==> config.mk <==
export PLATFORM = sky130hd
export DESIGN_NAME = sfpfe_top
export DESIGN_NICKNAME = d
export VERILOG_FILES = /design/src/pkg/sfpfe_pkg.sv /design/src/hdl/sfpfe_top.sv /design/src/hdl/sfpfe_sync.sv
export SDC_FILE = /design/constraint.sdc
export NUM_CORES = 1
export LEC_CHECK = 0
export BUFFER_PORTS_ARGS = -buffer_cell sky130_fd_sc_hd__buf_2
export CAP_MARGIN = 20
export CORE_AREA = 4 4 87 89
export DETAILED_ROUTE_END_ITERATION = 7
export DIE_AREA = 0 0 91 93
export GPL_TIMING_DRIVEN = 0
export PLACE_DENSITY_LB_ADDON = 0.25
export SYNTH_ARGS = -nofsm -noshare
export SYNTH_HDL_FRONTEND = slang
export SYNTH_SLANG_ARGS = --single-unit
==> constraint.sdc <==
create_clock -name i_clk_sys -period 3.85 [get_ports i_clk_sys]
set_input_delay 0 -clock i_clk_sys [delete_from_list [all_inputs] [get_ports i_clk_sys]]
set_output_delay 0 -clock i_clk_sys [all_outputs]
set_load 0.03 [all_outputs]
==> src/pkg/sfpfe_pkg.sv <==
// Purpose: shared constants and carriers for the serial flash pin front end
// Assumes: 40 MHz system clock samples every pin
// Notes: register map sits on a classic Wishbone slave, 32-bit data
package sfpfe_pkg;

	// ************************************************************
	// register offsets (byte addresses)
	// ************************************************************
	localparam logic [7:0] SFPFE_OFF_CTRL = 8'h00;
	localparam logic [7:0] SFPFE_OFF_STATUS = 8'h04;
	localparam logic [7:0] SFPFE_OFF_TX = 8'h08;
	localparam logic [7:0] SFPFE_OFF_RX = 8'h0c;

	// ************************************************************
	// control register fields and reset value
	// ************************************************************
	localparam int SFPFE_CTRL_LOCK_LO = 0; // status word one bit 7 copy
	localparam int SFPFE_CTRL_LOCK_HI = 1; // status word two bit 0 copy
	localparam int SFPFE_CTRL_QE = 2; // status word two bit 1 copy
	localparam int SFPFE_CTRL_BUSY = 3; // internal program/erase running
	localparam int SFPFE_CTRL_WIDTH0 = 4; // lane width field, 2 bits
	localparam int SFPFE_CTRL_DIR = 6; // 1: device drives lanes
	localparam logic [31:0] SFPFE_CTRL_RST = 32'h0000_0000;

	// ************************************************************
	// status register fields
	// ************************************************************
	localparam int SFPFE_ST_SELECTED = 0;
	localparam int SFPFE_ST_ARMED = 1;
	localparam int SFPFE_ST_PAUSED = 2;
	localparam int SFPFE_ST_STANDBY = 3;
	localparam int SFPFE_ST_WPLOCK = 4;
	localparam int SFPFE_ST_RXVALID = 5;
	localparam int SFPFE_ST_BITCNT0 = 8; // 4 bits

	localparam logic [1:0] SFPFE_SYNC_RST = 2'h3; // pins idle high
	localparam logic [3:0] SFPFE_BIT_RST = 4'h0;

	// lane widths of a transfer
	typedef enum logic [1:0] {
		SFPFE_W_SINGLE,
		SFPFE_W_DUAL,
		SFPFE_W_QUAD
	} sfpfe_width_e;

	// synchronised pin sample
	typedef struct packed {
		logic cs_n;
		logic sclk;
		logic [3:0] dq;
	} sfpfe_pins_s;

endpackage

==> src/hdl/sfpfe_top.sv <==
// Purpose: pin front end of a serial NOR flash, oversampled at 40 MHz
// Assumes: shift clock well below a quarter of the system clock
// Notes: instruction decoding and the array live behind the tx/rx regs
`timescale 1ns/100ps
module sfpfe_top import sfpfe_pkg::*; (
	// clock and reset
	input wire logic i_clk_sys,
	input wire logic i_rst,
	// wishbone classic slave
	input wire logic i_wb_cyc,
	input wire logic i_wb_stb,
	input wire logic i_wb_we,
	input wire logic [7:0] i_wb_adr,
	input wire logic [3:0] i_wb_sel,
	input wire logic [31:0] i_wb_dat,
	output logic [31:0] o_wb_dat,
	output logic o_wb_ack,
	// flash pins
	input wire logic i_chip_select_n,
	input wire logic i_shift_clock,
	input wire logic [3:0] i_data_line,
	output logic [3:0] o_data_line,
	output logic [3:0] o_data_line_oe,
	// internal protection view
	output logic o_status_write_allowed,
	output logic o_region_lock,
	output logic o_standby
);
	sfpfe_pins_s pins;
	logic [31:0] ctrl_q;
	logic [7:0] tx_q;
	logic [7:0] rx_q;
	logic rx_valid_q;
	logic sclk_prev_q;
	logic cs_prev_q;
	logic armed_q;
	logic paused_q;
	logic pause_prev_q;
	logic [3:0] bitcnt_q;
	logic [3:0] dout_q;
	logic [3:0] oe_q;
	logic selected;
	logic rise;
	logic fall;
	logic qe;
	logic hw_lock;
	logic pause_n;
	logic [1:0] width;
	logic [3:0] step;
	logic wb_hit;
	logic [31:0] status_w;
	sfpfe_pins_s raw_pins;

	// ************************************************************
	// pin synchroniser
	// ************************************************************
	// raw pins bundled in carrier field order: cs_n, sclk, dq
	assign raw_pins = {i_chip_select_n, i_shift_clock, i_data_line};

	sfpfe_sync u_sync (
		.i_clk_sys(i_clk_sys),
		.i_rst(i_rst),
		.i_pins(raw_pins),
		.o_pins(pins)
	);

	// bits moved per shift clock edge for a lane width
	function automatic logic [3:0] lane_step(input logic [1:0] w);
		unique case (w)
			SFPFE_W_DUAL: lane_step = 4'h2;
			SFPFE_W_QUAD: lane_step = 4'h4;
			default: lane_step = 4'h1;
		endcase
	endfunction

	// ************************************************************
	// decoded conditions
	// ************************************************************
	assign qe = ctrl_q[SFPFE_CTRL_QE];
	assign selected = ~pins.cs_n & armed_q;
	// protect pin loses its role with quad enable set
	assign hw_lock = ~qe & ~pins.dq[2] & ~ctrl_q[SFPFE_CTRL_LOCK_HI]
		& ctrl_q[SFPFE_CTRL_LOCK_LO];
	assign o_status_write_allowed = ~hw_lock;
	assign o_region_lock = hw_lock;
	// quad requested without quad enable falls back to single
	assign width = (ctrl_q[SFPFE_CTRL_WIDTH0+:2] == SFPFE_W_QUAD && !qe)
		? SFPFE_W_SINGLE : ctrl_q[SFPFE_CTRL_WIDTH0+:2];
	assign step = lane_step(width);
	// pause pin ignored entirely once it is a data line
	assign pause_n = qe | pins.dq[3];
	// edges count only while selected and not paused
	assign rise = selected & ~paused_q & pins.sclk & ~sclk_prev_q;
	assign fall = selected & ~paused_q & ~pins.sclk & sclk_prev_q;
	// standby only when idle inside
	assign o_standby = pins.cs_n & ~ctrl_q[SFPFE_CTRL_BUSY];

	// ************************************************************
	// edge history
	// ************************************************************
	always_ff @(posedge i_clk_sys) begin
		if (i_rst) begin
			sclk_prev_q <= 1'b0;
			cs_prev_q <= 1'b1;
			pause_prev_q <= 1'b1;
		end else begin
			// tracked while deselected too, so either idle level is
			// already history at select time and gives no false edge
			sclk_prev_q <= pins.sclk;
			cs_prev_q <= pins.cs_n;
			pause_prev_q <= pause_n;
		end
	end

	// ************************************************************
	// power-up arming on the first select falling edge
	// ************************************************************
	// reset leaves the pin state unknown, so a high-to-low is demanded
	always_ff @(posedge i_clk_sys) begin
		if (i_rst) begin
			armed_q <= 1'b0;
		end else if (cs_prev_q && !pins.cs_n) begin
			armed_q <= 1'b1;
		end
	end

	// ************************************************************
	// pause condition
	// ************************************************************
	// start and end both wait for a low shift clock; the level of the
	// pin is tracked so a deferred start or end resolves at that time
	always_ff @(posedge i_clk_sys) begin
		if (i_rst || pins.cs_n) begin
			paused_q <= 1'b0;
		end else if (!pins.sclk) begin
			paused_q <= ~pause_n;
		end
	end

	// ************************************************************
	// bit position and input capture
	// ************************************************************
	always_ff @(posedge i_clk_sys) begin
		if (i_rst || pins.cs_n) begin
			bitcnt_q <= SFPFE_BIT_RST;
		end else if (rise) begin
			// pause holds the count, so transfer resumes in place
			bitcnt_q <= (bitcnt_q + step >= 4'h8) ? SFPFE_BIT_RST
				: bitcnt_q + step;
		end
	end

	always_ff @(posedge i_clk_sys) begin
		if (i_rst) begin
			rx_q <= 8'h00;
		end else if (rise && !ctrl_q[SFPFE_CTRL_DIR]) begin
			unique case (width)
				SFPFE_W_DUAL: rx_q <= {rx_q[5:0], pins.dq[1:0]};
				SFPFE_W_QUAD: rx_q <= {rx_q[3:0], pins.dq};
				default: rx_q <= {rx_q[6:0], pins.dq[0]};
			endcase
		end
	end

	// byte complete flag; the set wins over a software read-clear
	always_ff @(posedge i_clk_sys) begin
		if (i_rst) begin
			rx_valid_q <= 1'b0;
		end else if (rise && !ctrl_q[SFPFE_CTRL_DIR]
			&& bitcnt_q + step >= 4'h8) begin
			rx_valid_q <= 1'b1;
		end else if (wb_hit && !i_wb_we && i_wb_adr == SFPFE_OFF_RX) begin
			rx_valid_q <= 1'b0;
		end
	end

	// ************************************************************
	// output lanes, changed on falling shift clock edges
	// ************************************************************
	always_ff @(posedge i_clk_sys) begin
		if (i_rst || pins.cs_n) begin
			dout_q <= 4'h0;
		end else if (fall && ctrl_q[SFPFE_CTRL_DIR]) begin
			unique case (width)
				SFPFE_W_DUAL: dout_q <= {2'b00,
					tx_q[3'(7 - bitcnt_q) -: 2]};
				SFPFE_W_QUAD: dout_q <= tx_q[3'(7 - bitcnt_q) -: 4];
				default: dout_q <= {2'b00, tx_q[3'(7 - bitcnt_q)],
					1'b0};
			endcase
		end
	end

	// drivers float whenever deselected or paused
	always_ff @(posedge i_clk_sys) begin
		if (i_rst || !selected || paused_q || !ctrl_q[SFPFE_CTRL_DIR]) begin
			oe_q <= 4'h0;
		end else if (fall) begin
			unique case (width)
				SFPFE_W_DUAL: oe_q <= 4'h3;
				SFPFE_W_QUAD: oe_q <= 4'hf;
				default: oe_q <= 4'h2; // single read uses serial_out
			endcase
		end
	end

	assign o_data_line = dout_q;
	assign o_data_line_oe = oe_q;

	// ************************************************************
	// wishbone registers
	// ************************************************************
	assign wb_hit = i_wb_cyc & i_wb_stb & ~o_wb_ack;

	// busy bit lives in ctrl and is untouched by pause
	always_ff @(posedge i_clk_sys) begin
		if (i_rst) begin
			ctrl_q <= SFPFE_CTRL_RST;
			tx_q <= 8'h00;
		end else if (wb_hit && i_wb_we) begin
			if (i_wb_adr == SFPFE_OFF_CTRL && i_wb_sel[0]) begin
				ctrl_q[7:0] <= i_wb_dat[7:0];
			end
			if (i_wb_adr == SFPFE_OFF_TX && i_wb_sel[0]) begin
				tx_q <= i_wb_dat[7:0];
			end
		end
	end

	always_comb begin
		status_w = 32'h0;
		status_w[SFPFE_ST_SELECTED] = selected;
		status_w[SFPFE_ST_ARMED] = armed_q;
		status_w[SFPFE_ST_PAUSED] = paused_q;
		status_w[SFPFE_ST_STANDBY] = o_standby;
		status_w[SFPFE_ST_WPLOCK] = hw_lock;
		status_w[SFPFE_ST_RXVALID] = rx_valid_q;
		status_w[SFPFE_ST_BITCNT0+:4] = bitcnt_q;
	end

	// one-cycle answer; unmapped reads return zero
	always_ff @(posedge i_clk_sys) begin
		if (i_rst) begin
			o_wb_ack <= 1'b0;
			o_wb_dat <= 32'h0;
		end else begin
			o_wb_ack <= wb_hit;
			if (wb_hit && !i_wb_we) begin
				unique case (i_wb_adr)
					SFPFE_OFF_CTRL: o_wb_dat <= ctrl_q;
					SFPFE_OFF_STATUS: o_wb_dat <= status_w;
					SFPFE_OFF_TX: o_wb_dat <= {24'h0, tx_q};
					SFPFE_OFF_RX: o_wb_dat <= {24'h0, rx_q};
					default: o_wb_dat <= 32'h0;
				endcase
			end
		end
	end

endmodule

==> src/hdl/sfpfe_sync.sv <==
// Purpose: two-flop synchroniser for a bundle of pin inputs
// Assumes: pins are asynchronous to i_clk_sys
// Notes: first stage is read only by the second stage
`timescale 1ns/100ps
module sfpfe_sync import sfpfe_pkg::*; (
	// clock and reset
	input wire logic i_clk_sys,
	input wire logic i_rst,
	// raw and synchronised pins
	input wire sfpfe_pins_s i_pins,
	output sfpfe_pins_s o_pins
);
	sfpfe_pins_s meta_q;

	// ************************************************************
	// double register; idle-high reset avoids false select edges
	// ************************************************************
	always_ff @(posedge i_clk_sys) begin
		if (i_rst) begin
			meta_q <= '{cs_n: 1'b1, sclk: 1'b0, dq: 4'hf};
			o_pins <= '{cs_n: 1'b1, sclk: 1'b0, dq: 4'hf};
		end else begin
			meta_q <= i_pins;
			o_pins <= meta_q;
		end
	end

endmodule

==> metrics.csv, run 1 <==
metric,value,unit
Die ar.,8463,um^2
skew final,0.01380,ns
Starting DRT DRC Count,113,
crit path cell chain,nand2b_1 -> inv_2 -> nor2_1 -> ha_1 -> a21o_1 -> a21oi_1 -> xnor2_1 -> nor4_1 -> a22o_1,
Core Region,6756,um^2
Main synth FF type,dfxtp_1,
crit-path max FO,10,
initial antenna violation count,0,
ranking of synthesized cells by area,"dfxtp_1 43%, mux2i_1 7.9%, nor2_1 5.7%",
worst skew pair latency,0.35,ns
Syn Inst Count,317,
Final HPWL DP,5314,um
CTS max path bufs,2,
critical path endpoint category,flip-flop,
Total GRT Usage,0.1805,
Leakage,0.001665,uW
vias in the first global route,2399,
Post-synth EDFFs,0,
CTS H-tree lvls,3,
RSZ-0062 raised after global routing,no,
first-pass GRT wire length,12100,um
post-CTS setup buffer count,0,
Sink Count,65,
outcome,"complete, no violations",
Clock transition at path regs,0.07,ns
CTS root buf,clkbuf_8,
"Seq/Total Area, Yosys",0.4305,
DRC Markers,0,
layout cells sized above 1,0.2792,
"Area growth, synth to finish",26.70,%
Tmin final,2.499,ns
crit-path max cell delay,0.52,ns
"Async S/R FF share, synth",0,
syn avg cell area,9.536,um^2
"Hold Vio Cnt, Final",0,
Final Core Density,0.5669,
yosys warns,0,
Fmax,400.1,MHz
height of the die,93,um
Final Cycle Share,0.6492,
DR pass1 iterations,5,
CP max stage cell,nor2_1,
Starting Density,0.4474,
min-delay worst type,input port to flip-flop,
CTS Buf Count,9,
Cell variety after synth,50,
Slew HR,0.5819,
# setup viols final,0,
Critical Path RT,4.13,ns
"FF+latch count, synth",65,
Placer Congestion,0.8699,
num ports,99,
Startpoint Class,flip-flop,
"Cell Area, Synth",3023,um^2
"Slew Viols, Final",0,
# port buffers,48,
# rows,30,
Yosys top cell area share,0.4305,
critical path's top delay family,simple AND/OR/NAND/NOR gates,
placed cells,464,
PwrDens,363.4,nW/um^2
DIE WIDTH,91,um
DR WL/cell,14.69,um
Final Instance Count excl. Fillers,499,
global route overflow,0,
Vias,2544,
Buf/Inv on CP,1,
Post-Route WL,7332,um
Slew @ Worst Pin,0.6249,ns
largest net degree at the start of global routing,13,
critical path type,flip-flop to flip-flop,
ANT cells,0,
top cell type by total area after synthesis,dfxtp_1,
Via density,5.098,
Routed Antenna Nets,0,
Max IR drop VDD,211.2,uV
count of maximum capacitance violations,0,
# nets final,473,
Worst Path Arrival,2.78,ns
CTS tree,built,
Setup TNS Final,0,ns
[per-layer routing]
metal  part of all wire  global-route usage  wire length (um)  vias to the layer above
li1                   -                   -                 -                     1278
met1               0.47              0.2438              3411                     1167
met2               0.45              0.2802              3312                       89
met3              0.066             0.03862               481                       10
met4              0.017             0.07663               127                        0
met5                  0                   0                 0                        -
[cells in the final DEF, fill, tap and decap left out, types with 3 or more instances in the layout]
cell type | synthesis | final
nand2b_1 | 4 | 4
a21oi_1 | 17 | 17
a311oi_1 | 7 | 7
clkbuf_1 | 14 | 14
nand4b_1 | 5 | 5
a22o_1 | 5 | 5
clkbuf_8 | 0 | 10
buf_2 | 3 | 51
dfxtp_1 | 65 | 65
nor2b_1 | 5 | 5
inv_1 | 6 | 6
a22oi_1 | 14 | 14
mux4_2 | 7 | 7
ha_1 | 3 | 3
nor2_1 | 46 | 46
or2_2 | 11 | 11
buf_4 | 21 | 21
dlygate4sd3_1 | 0 | 19
mux2_2 | 3 | 3
conb_1 | 1 | 20
nand2_1 | 20 | 20
mux2i_1 | 24 | 24
[worst paths after layout]
| kind | startpoint | endpoint | slack [ns] | depth (start not counted) |
|---|---|---|---|---|
| min | i_wb_adr[1] | o_wb_dat[11] | 0.04 | 4 |
| max reg2reg | ctrl_q[5] | bitcnt_q[0] | 1.35 | 9 |
| min reg2reg | u_sync.meta_q[3] | u_sync.o_pins[3] | 0.41 | 1 |
| max | ctrl_q[5] | bitcnt_q[0] | 1.35 | 9 |
[sequential cells by signal, summed over array words and instances (netlist names)]
| register | cells |
|---|---|
| rx_q | 8 |
| o_data_line | 4 |
| o_wb_dat | 12 |
| armed_q | 1 |
| u_sync.meta_q | 6 |
| u_sync.o_pins | 6 |
| o_wb_ack | 1 |
| cs_prev_q | 1 |
| tx_q | 8 |
| sclk_prev_q | 1 |
| ctrl_q | 8 |
| paused_q | 1 |
| o_data_line_oe | 3 |
| rx_valid_q | 1 |
| bitcnt_q | 4 |
[power breakdown]
| group | switching [uW] | leakage [uW] | internal [uW] |
|---|---|---|---|
| Clock | 278 | 0.0000985 | 317 |
| Sequential | 4.00 | 0.000527 | 680 |
| Combinational | 63.5 | 0.00104 | 49.2 |
[area by class of cell]
| class | count | area, um^2 |
|---|---|---|
| Multi-Input combinational cell | 224 | 1534 |
| Tap cell | 80 | 100.1 |
| Sequential cell | 65 | 1301 |
| Inverter | 8 | 30.03 |
| Buffer | 39 | 229.0 |
| Clock buffer | 10 | 137.6 |
| Fill cell | 625 | 2927 |
| Timing Repair Buffer | 67 | 430.4 |
| Clock inverter | 6 | 67.56 |
[repair_timing]
item / CTS / global route
endpoints found under the hold margin: 24 / 0
hold buffers: 19 / 0
endpoints found under the setup margin: 0 / 0
gates resized for setup: 0 / 0
[cell usage after synthesis (all sizes together), types with 5 or more instances]
master and instances:
a311oi 7, inv 7, nor2 46, mux4 7, dfxtp 65, nand2 21
a21oi 17, a22o 5, mux2i 24, a22oi 14, or2 11, nor2b 5
clkbuf 14, nand4b 5, buf 25
[stage by stage]
stage          setup slack (ns)  cell area [um^2]  power (uW)  hold slack (ns)
2_1_floorplan             1.606              3094       771.1           0.1038
3_3_place_gp              1.387              3435       795.0           0.1814
3_5_place_dp              1.392              3435       796.2           0.1849
4_1_cts                   1.358              3830        1402          0.03050
5_1_grt                   1.124              3830        1452          0.06463
6_report                  1.351              3830        1392          0.03731
[cells by family after synthesis]
group / synth area share
XOR/XNOR: 0.005796
multiplexers: 0.1428
other: 0.001241
buffers and inverters: 0.08567
flip-flops: 0.4305
adder cells (fa/ha/maj): 0.01904
AO/OA/AOI/OAI: 0.1196
AND/OR/NAND/NOR: 0.1954
[tightest hold or removal path, stage by stage]
cell	delay, ns
buf_2	0.10
nor4_2	0.06
nand4b_1	0.09
a21oi_1	0.07
Note: power is estimated with default switching activity, not from simulation.
==> run 2: changes to the inputs <==
Clock period 3.85 ns to 2.6 ns, I/O delays scaled along.
==> run 2 against run 1 <==
Hold slack worse by 0.0042 ns. Register-to-register slack worse by 1.1 ns. Critical path depth stayed put. Sequential cell count stayed put. Clock skew hardly changed. Combinational power is 48% higher. Sequential share of layout area hardly changed. First-iteration DRC count is 0.88% higher. Core utilization is 0.055 points higher. Non-clock buffer count stayed put. Fmax is 8.6% higher. Critical path type unchanged. Largest power group unchanged.
==> metrics.csv, run 2 (synthesis results as in run 1) <==
metric,value,unit
DP Area,3435,um^2
largest net degree at the start of global routing,13,
# port buffers,48,
Fmax,434.7,MHz
met2 routed WL,3270,um
outcome,"complete, no violations",
Slew @ Worst Pin,0.6069,ns
Largest register FFs,12,
final instance area,3834,um^2
Total GRT Usage,0.1805,
r2r setup slk,0.30,ns
Placer Congestion,0.8699,
M1 WL,3433,um
skew final,0.01395,ns
Crit. Startpoint,ctrl_q[5],
ANT cells,0,
Leakage,0.001670,uW
Clock transition at path regs,0.07,ns
most frequent cells in the layout,"65 x dfxtp_1, 51 x buf_2, 45 x nor2_1",
critical path type,flip-flop to flip-flop,
global route overflow,0,
launch point of the worst reg-to-reg path,ctrl_q[5],
"Hold Vio Cnt, Final",0,
min-delay worst type,input port to flip-flop,
critical path endpoint category,flip-flop,
CP endpoint,bitcnt_q[1],
DR pass1 iterations,4,
count of maximum capacitance violations,0,
final setup margin,0.2994,ns
first-pass GRT wire length,12100,um
Via density,5.086,
CP max stage cell,nor4_1,
# rows,30,
CTS tree,built,
DRC Markers,0,
top routing layer in use,met4,
Starting DRT DRC Count,114,
Crit Reg-Reg Endpoint,bitcnt_q[1],
CTS root buf,clkbuf_8,
Die ar.,8463,um^2
CTS max path bufs,2,
CTS H-tree lvls,3,
Startpoint Class,flip-flop,
num ports,99,
Vias,2538,
met3 WL post-DR,505,um
post-CTS setup buffer count,0,
DR WL/cell,14.73,um
initial antenna violation count,0,
CTS Buf Count,9,
Max IR drop VDD,314.3,uV
worst skew pair latency,0.35,ns
Sink Count,65,
height of the die,93,um
filler cell count,626,
Final Core Density,0.5674,
Tmin final,2.301,ns
DIE WIDTH,91,um
# nets final,473,
vias in the first global route,2399,
Final Cycle Share,0.8849,
"Slew Viols, Final",0,
Hold Slack,0.03310,ns
Slew HR,0.5954,
PwrDens,539.4,nW/um^2
Final HPWL DP,5314,um
Starting Density,0.4474,
Setup TNS Final,0,ns
crit-path max FO,10,
layout cells sized above 1,0.2840,
Critical Path RT,2.89,ns
RSZ-0062 raised after global routing,no,
"most common cell after layout, fill and taps aside",dfxtp_1,
Worst Path Arrival,2.59,ns
Routed Antenna Nets,0,
"Area growth, synth to finish",26.82,%
Post-Route WL,7350,um
crit path cell chain,nand2b_1 -> inv_2 -> nor2_2 -> ha_1 -> a21o_1 -> a21oi_1 -> xnor2_1 -> nor4_1 -> a22o_1,
# setup viols final,0,
most flop-heavy register,o_wb_dat,
worst r2r path cells,9,
crit-path max cell delay,0.40,ns
Placement Setup Slack,0.1415,ns
Core Region,6756,um^2
-- run 2: cell counts in the layout (fill, tap and decap cells not counted) --
Identical to the previous run, type by type.
-- run 2: routing by layer --
layer / GRT usage / up-vias
met1: 0.2438 / 1168
met3: 0.03862 / 12
met2: 0.2802 / 84
met4: 0.07663 / 0
li1: - / 1274
met5: 0 / -
-- run 2: repair_timing --
item | in CTS | in global routing
gates resized for setup | 0 | 3
hold endpoints to repair | 24 | 0
setup endpoints to repair | 0 | 3
hold buffers | 19 | 0
-- run 2: through the flow --
| stage | cells | power (uW) |
|---|---|---|
| after floorplan | 336 | 1142 |
| after global placement | 464 | 1177 |
| after detailed placement | 464 | 1179 |
| after CTS | 499 | 2076 |
| after global routing | 499 | 2150 |
| final | 499 | 2068 |
-- run 2: area by class of cell --
type                       count  area (um^2)  area share
clock inverter                 6        67.56     0.01762
tap                           80        100.1     0.02611
multi-input combinational    224         1536      0.4008
timing repair buffer          67        430.4      0.1123
inverter                       8        30.03    0.007833
sequential                    65         1301      0.3394
buffer                        39        230.2     0.06005
clock buffer                  10        137.6     0.03590
-- run 2: report_power, final --
| group | total (uW) | switching, uW | leakage [uW] | internal [uW] |
|---|---|---|---|---|
| Clock | 889 | 419 | 0.0000985 | 470 |
| Sequential | 1010 | 5.94 | 0.000527 | 1010 |
| Combinational | 167 | 94.0 | 0.00104 | 72.9 |
-- run 2: critical path, delay by kind of cell, from the launching register on --
family	cells	cell delay (ns)
AO/OA/AOI/OAI	3	0.39
AND/OR/NAND/NOR	3	0.95
adder cells (fa/ha/maj)	1	0.25
buffers and inverters	1	0.13
XOR/XNOR	1	0.15
flip-flops	1	0.37
-- run 2: worst min path at each step --
stage                         from  cells after the start          endpoint  slack [ns]
CTS                    i_wb_adr[1]                      4      o_wb_dat[11]        0.03
global placement    i_data_line[3]                      2  u_sync.meta_q[3]        0.18
detailed placement  i_data_line[1]                      2  u_sync.meta_q[1]        0.18
global route           i_wb_adr[1]                      4      o_wb_dat[11]        0.06
finish                 i_wb_adr[1]                      4      o_wb_dat[11]        0.03
floorplan           i_data_line[0]                      1  u_sync.meta_q[0]        0.10
==> run 3: changes to the inputs <==
Settings changed: CORE_AREA 4 4 87 89 to 4 4 67 116, DIE_AREA 0 0 91 93 to 0 0 71 120.
==> run 3 against run 2 <==
Sequential power is essentially flat. Register-to-register slack gained 0.05 ns. Cell area grew 3.3%. Via count grew 0.32%. Combinational power is essentially flat. Non-clock buffer count is the same. Critical path depth is the same. Critical path type unchanged. Highest routed layer unchanged.
==> metrics.csv, run 3 (synthesis results as in run 1) <==
metric,value,unit
Post-Route WL,7614,um
placed cells,468,
outcome,"complete, no violations",
PwrDens,625.4,nW/um^2
r2r setup slk,0.35,ns
Via density,5.062,
worst r2r path cells,9,
CP max stage cell,nor2_2,
Crit Reg-Reg Endpoint,bitcnt_q[1],
Starting Density,0.4441,
Tmin final,2.250,ns
hold path start,i_rst,
# rows,40,
CTS Buf Count,9,
global route overflow,0,
most frequent cells in the layout,"65 x dfxtp_1, 51 x buf_2, 45 x nor2_1",
DR pass1 iterations,4,
# nets final,473,
Total GRT Usage,0.1926,
crit path cell chain,nand2b_1 -> inv_2 -> nor2_2 -> ha_1 -> a21o_1 -> a21oi_1 -> xnor2_1 -> nor4_2 -> a22o_1,
critical path endpoint category,flip-flop,
Leakage,0.001731,uW
Hold Slack,0.05407,ns
Clock transition at path regs,0.05,ns
Final Cycle Share,0.8654,
Sink Count,65,
DRC Markers,0,
"Hold Vio Cnt, Final",0,
"Power, Total",2477,uW
first-pass GRT wire length,12650,um
layout cells sized above 1,0.2840,
Die ar.,8520,um^2
"Area growth, synth to finish",31.04,%
Startpoint Class,flip-flop,
Max IR drop VDD,483.1,uV
filler cell count,659,
ANT cells,0,
most flop-heavy register,o_wb_dat,
crit-path max FO,10,
# port buffers,48,
num ports,99,
RSZ-0062 raised after global routing,no,
Starting DRT DRC Count,145,
Core Region,6807,um^2
DR WL/cell,15.14,um
post-CTS setup buffer count,0,
CTS root buf,clkbuf_16,
count of maximum capacitance violations,0,
Placer Congestion,0.8899,
crit-path max cell delay,0.38,ns
Final Instance Count excl. Fillers,503,
launch point of the worst reg-to-reg path,ctrl_q[5],
vias in the first global route,2552,
height of the die,120,um
initial antenna violation count,0,
DP Area,3440,um^2
worst skew pair latency,0.33,ns
Fmax,444.4,MHz
Final Core Density,0.5820,
"most common cell after layout, fill and taps aside",dfxtp_1,
skew final,0.007446,ns
DIE WIDTH,71,um
"Slew Viols, Final",0,
Routed Antenna Nets,0,
CTS H-tree lvls,3,
Final HPWL DP,5648,um
critical path type,flip-flop to flip-flop,
Largest register FFs,12,
Worst Path Arrival,2.52,ns
CTS tree,built,
Worst Hold End,u_sync.o_pins[4],
Vias,2546,
min-delay worst type,input port to flip-flop,
Critical Path RT,2.87,ns
Worst Hold Path Cells,2,
final instance area,3961,um^2
Slew @ Worst Pin,0.6107,ns
CTS max path bufs,2,
# setup viols final,0,
Slew HR,0.5929,
largest net degree at the start of global routing,12,
==> run 3: cell types whose count changed in the layout (fill, tap and decap cells not counted), sizes merged <==
cell,change
clkinvlp,-2
bufinv,+1
clkbuf,+1
==> run 3: worst max-delay path, delay by kind of cell (launching register included) <==
kind | cells | cell delay, ns
buffers and inverters | 1 | 0.14
AO/OA/AOI/OAI | 3 | 0.38
XOR/XNOR | 1 | 0.16
AND/OR/NAND/NOR | 3 | 0.90
flip-flops | 1 | 0.36
adder cells (fa/ha/maj) | 1 | 0.25
==> run 3: cell type report <==
| type | instances | area [um^2] | area share |
|---|---|---|---|
| well taps | 84 | 105.1 | 0.02653 |
| plain buffers | 39 | 230.2 | 0.05812 |
| inverters | 8 | 30.03 | 0.007581 |
| clock buffers | 11 | 242.7 | 0.06128 |
| multi-input cells | 224 | 1543 | 0.3895 |
| clock inverters | 5 | 78.83 | 0.01990 |
| repair buffers | 67 | 430.4 | 0.1087 |
| flip-flops and latches | 65 | 1301 | 0.3285 |
==> run 3: worst max path at each step <==
stage / start / to
5_1_grt: ctrl_q[5] / bitcnt_q[0]
4_1_cts: ctrl_q[2] / bitcnt_q[0]
6_report: ctrl_q[5] / bitcnt_q[1]
2_1_floorplan: ctrl_q[2] / o_wb_dat[4]
3_5_place_dp: ctrl_q[5] / bitcnt_q[0]
3_3_place_gp: ctrl_q[5] / bitcnt_q[0]
==> run 3: repair_timing <==
item | 4_1_cts | 5_1_grt
hold endpoints to repair | 24 | 0
endpoints found under the setup margin | 3 | 3
gates resized for setup | 2 | 2
hold buffers | 19 | 0
==> run 3: stage by stage <==
step           setup WS [ns]  setup TNS, ns
3_5_place_dp        -0.01903       -0.05383
4_1_cts               0.1520              0
5_1_grt              0.04466              0
6_report              0.3499              0
3_3_place_gp        0.001720              0
2_1_floorplan         0.3564              0
==> run 3: power by group <==
| part | total [uW] | internal [uW] | switching (uW) |
|---|---|---|---|
| registers | 1020 | 1010 | 6.99 |
| logic | 166 | 72.8 | 93.3 |
| clock network | 1300 | 863 | 433 |
| total | 2480 | 1940 | 533 |
==> run 3: layer usage <==
| metal | track usage | vias up | wire [um] |
|---|---|---|---|
| li1 | - | 1268 | - |
| met1 | 0.2068 | 1184 | 2825 |
| met2 | 0.3529 | 80 | 4190 |
| met3 | 0.05448 | 14 | 427 |
| met4 | 0.06471 | 0 | 170 |
| met5 | 0 | - | 0 |
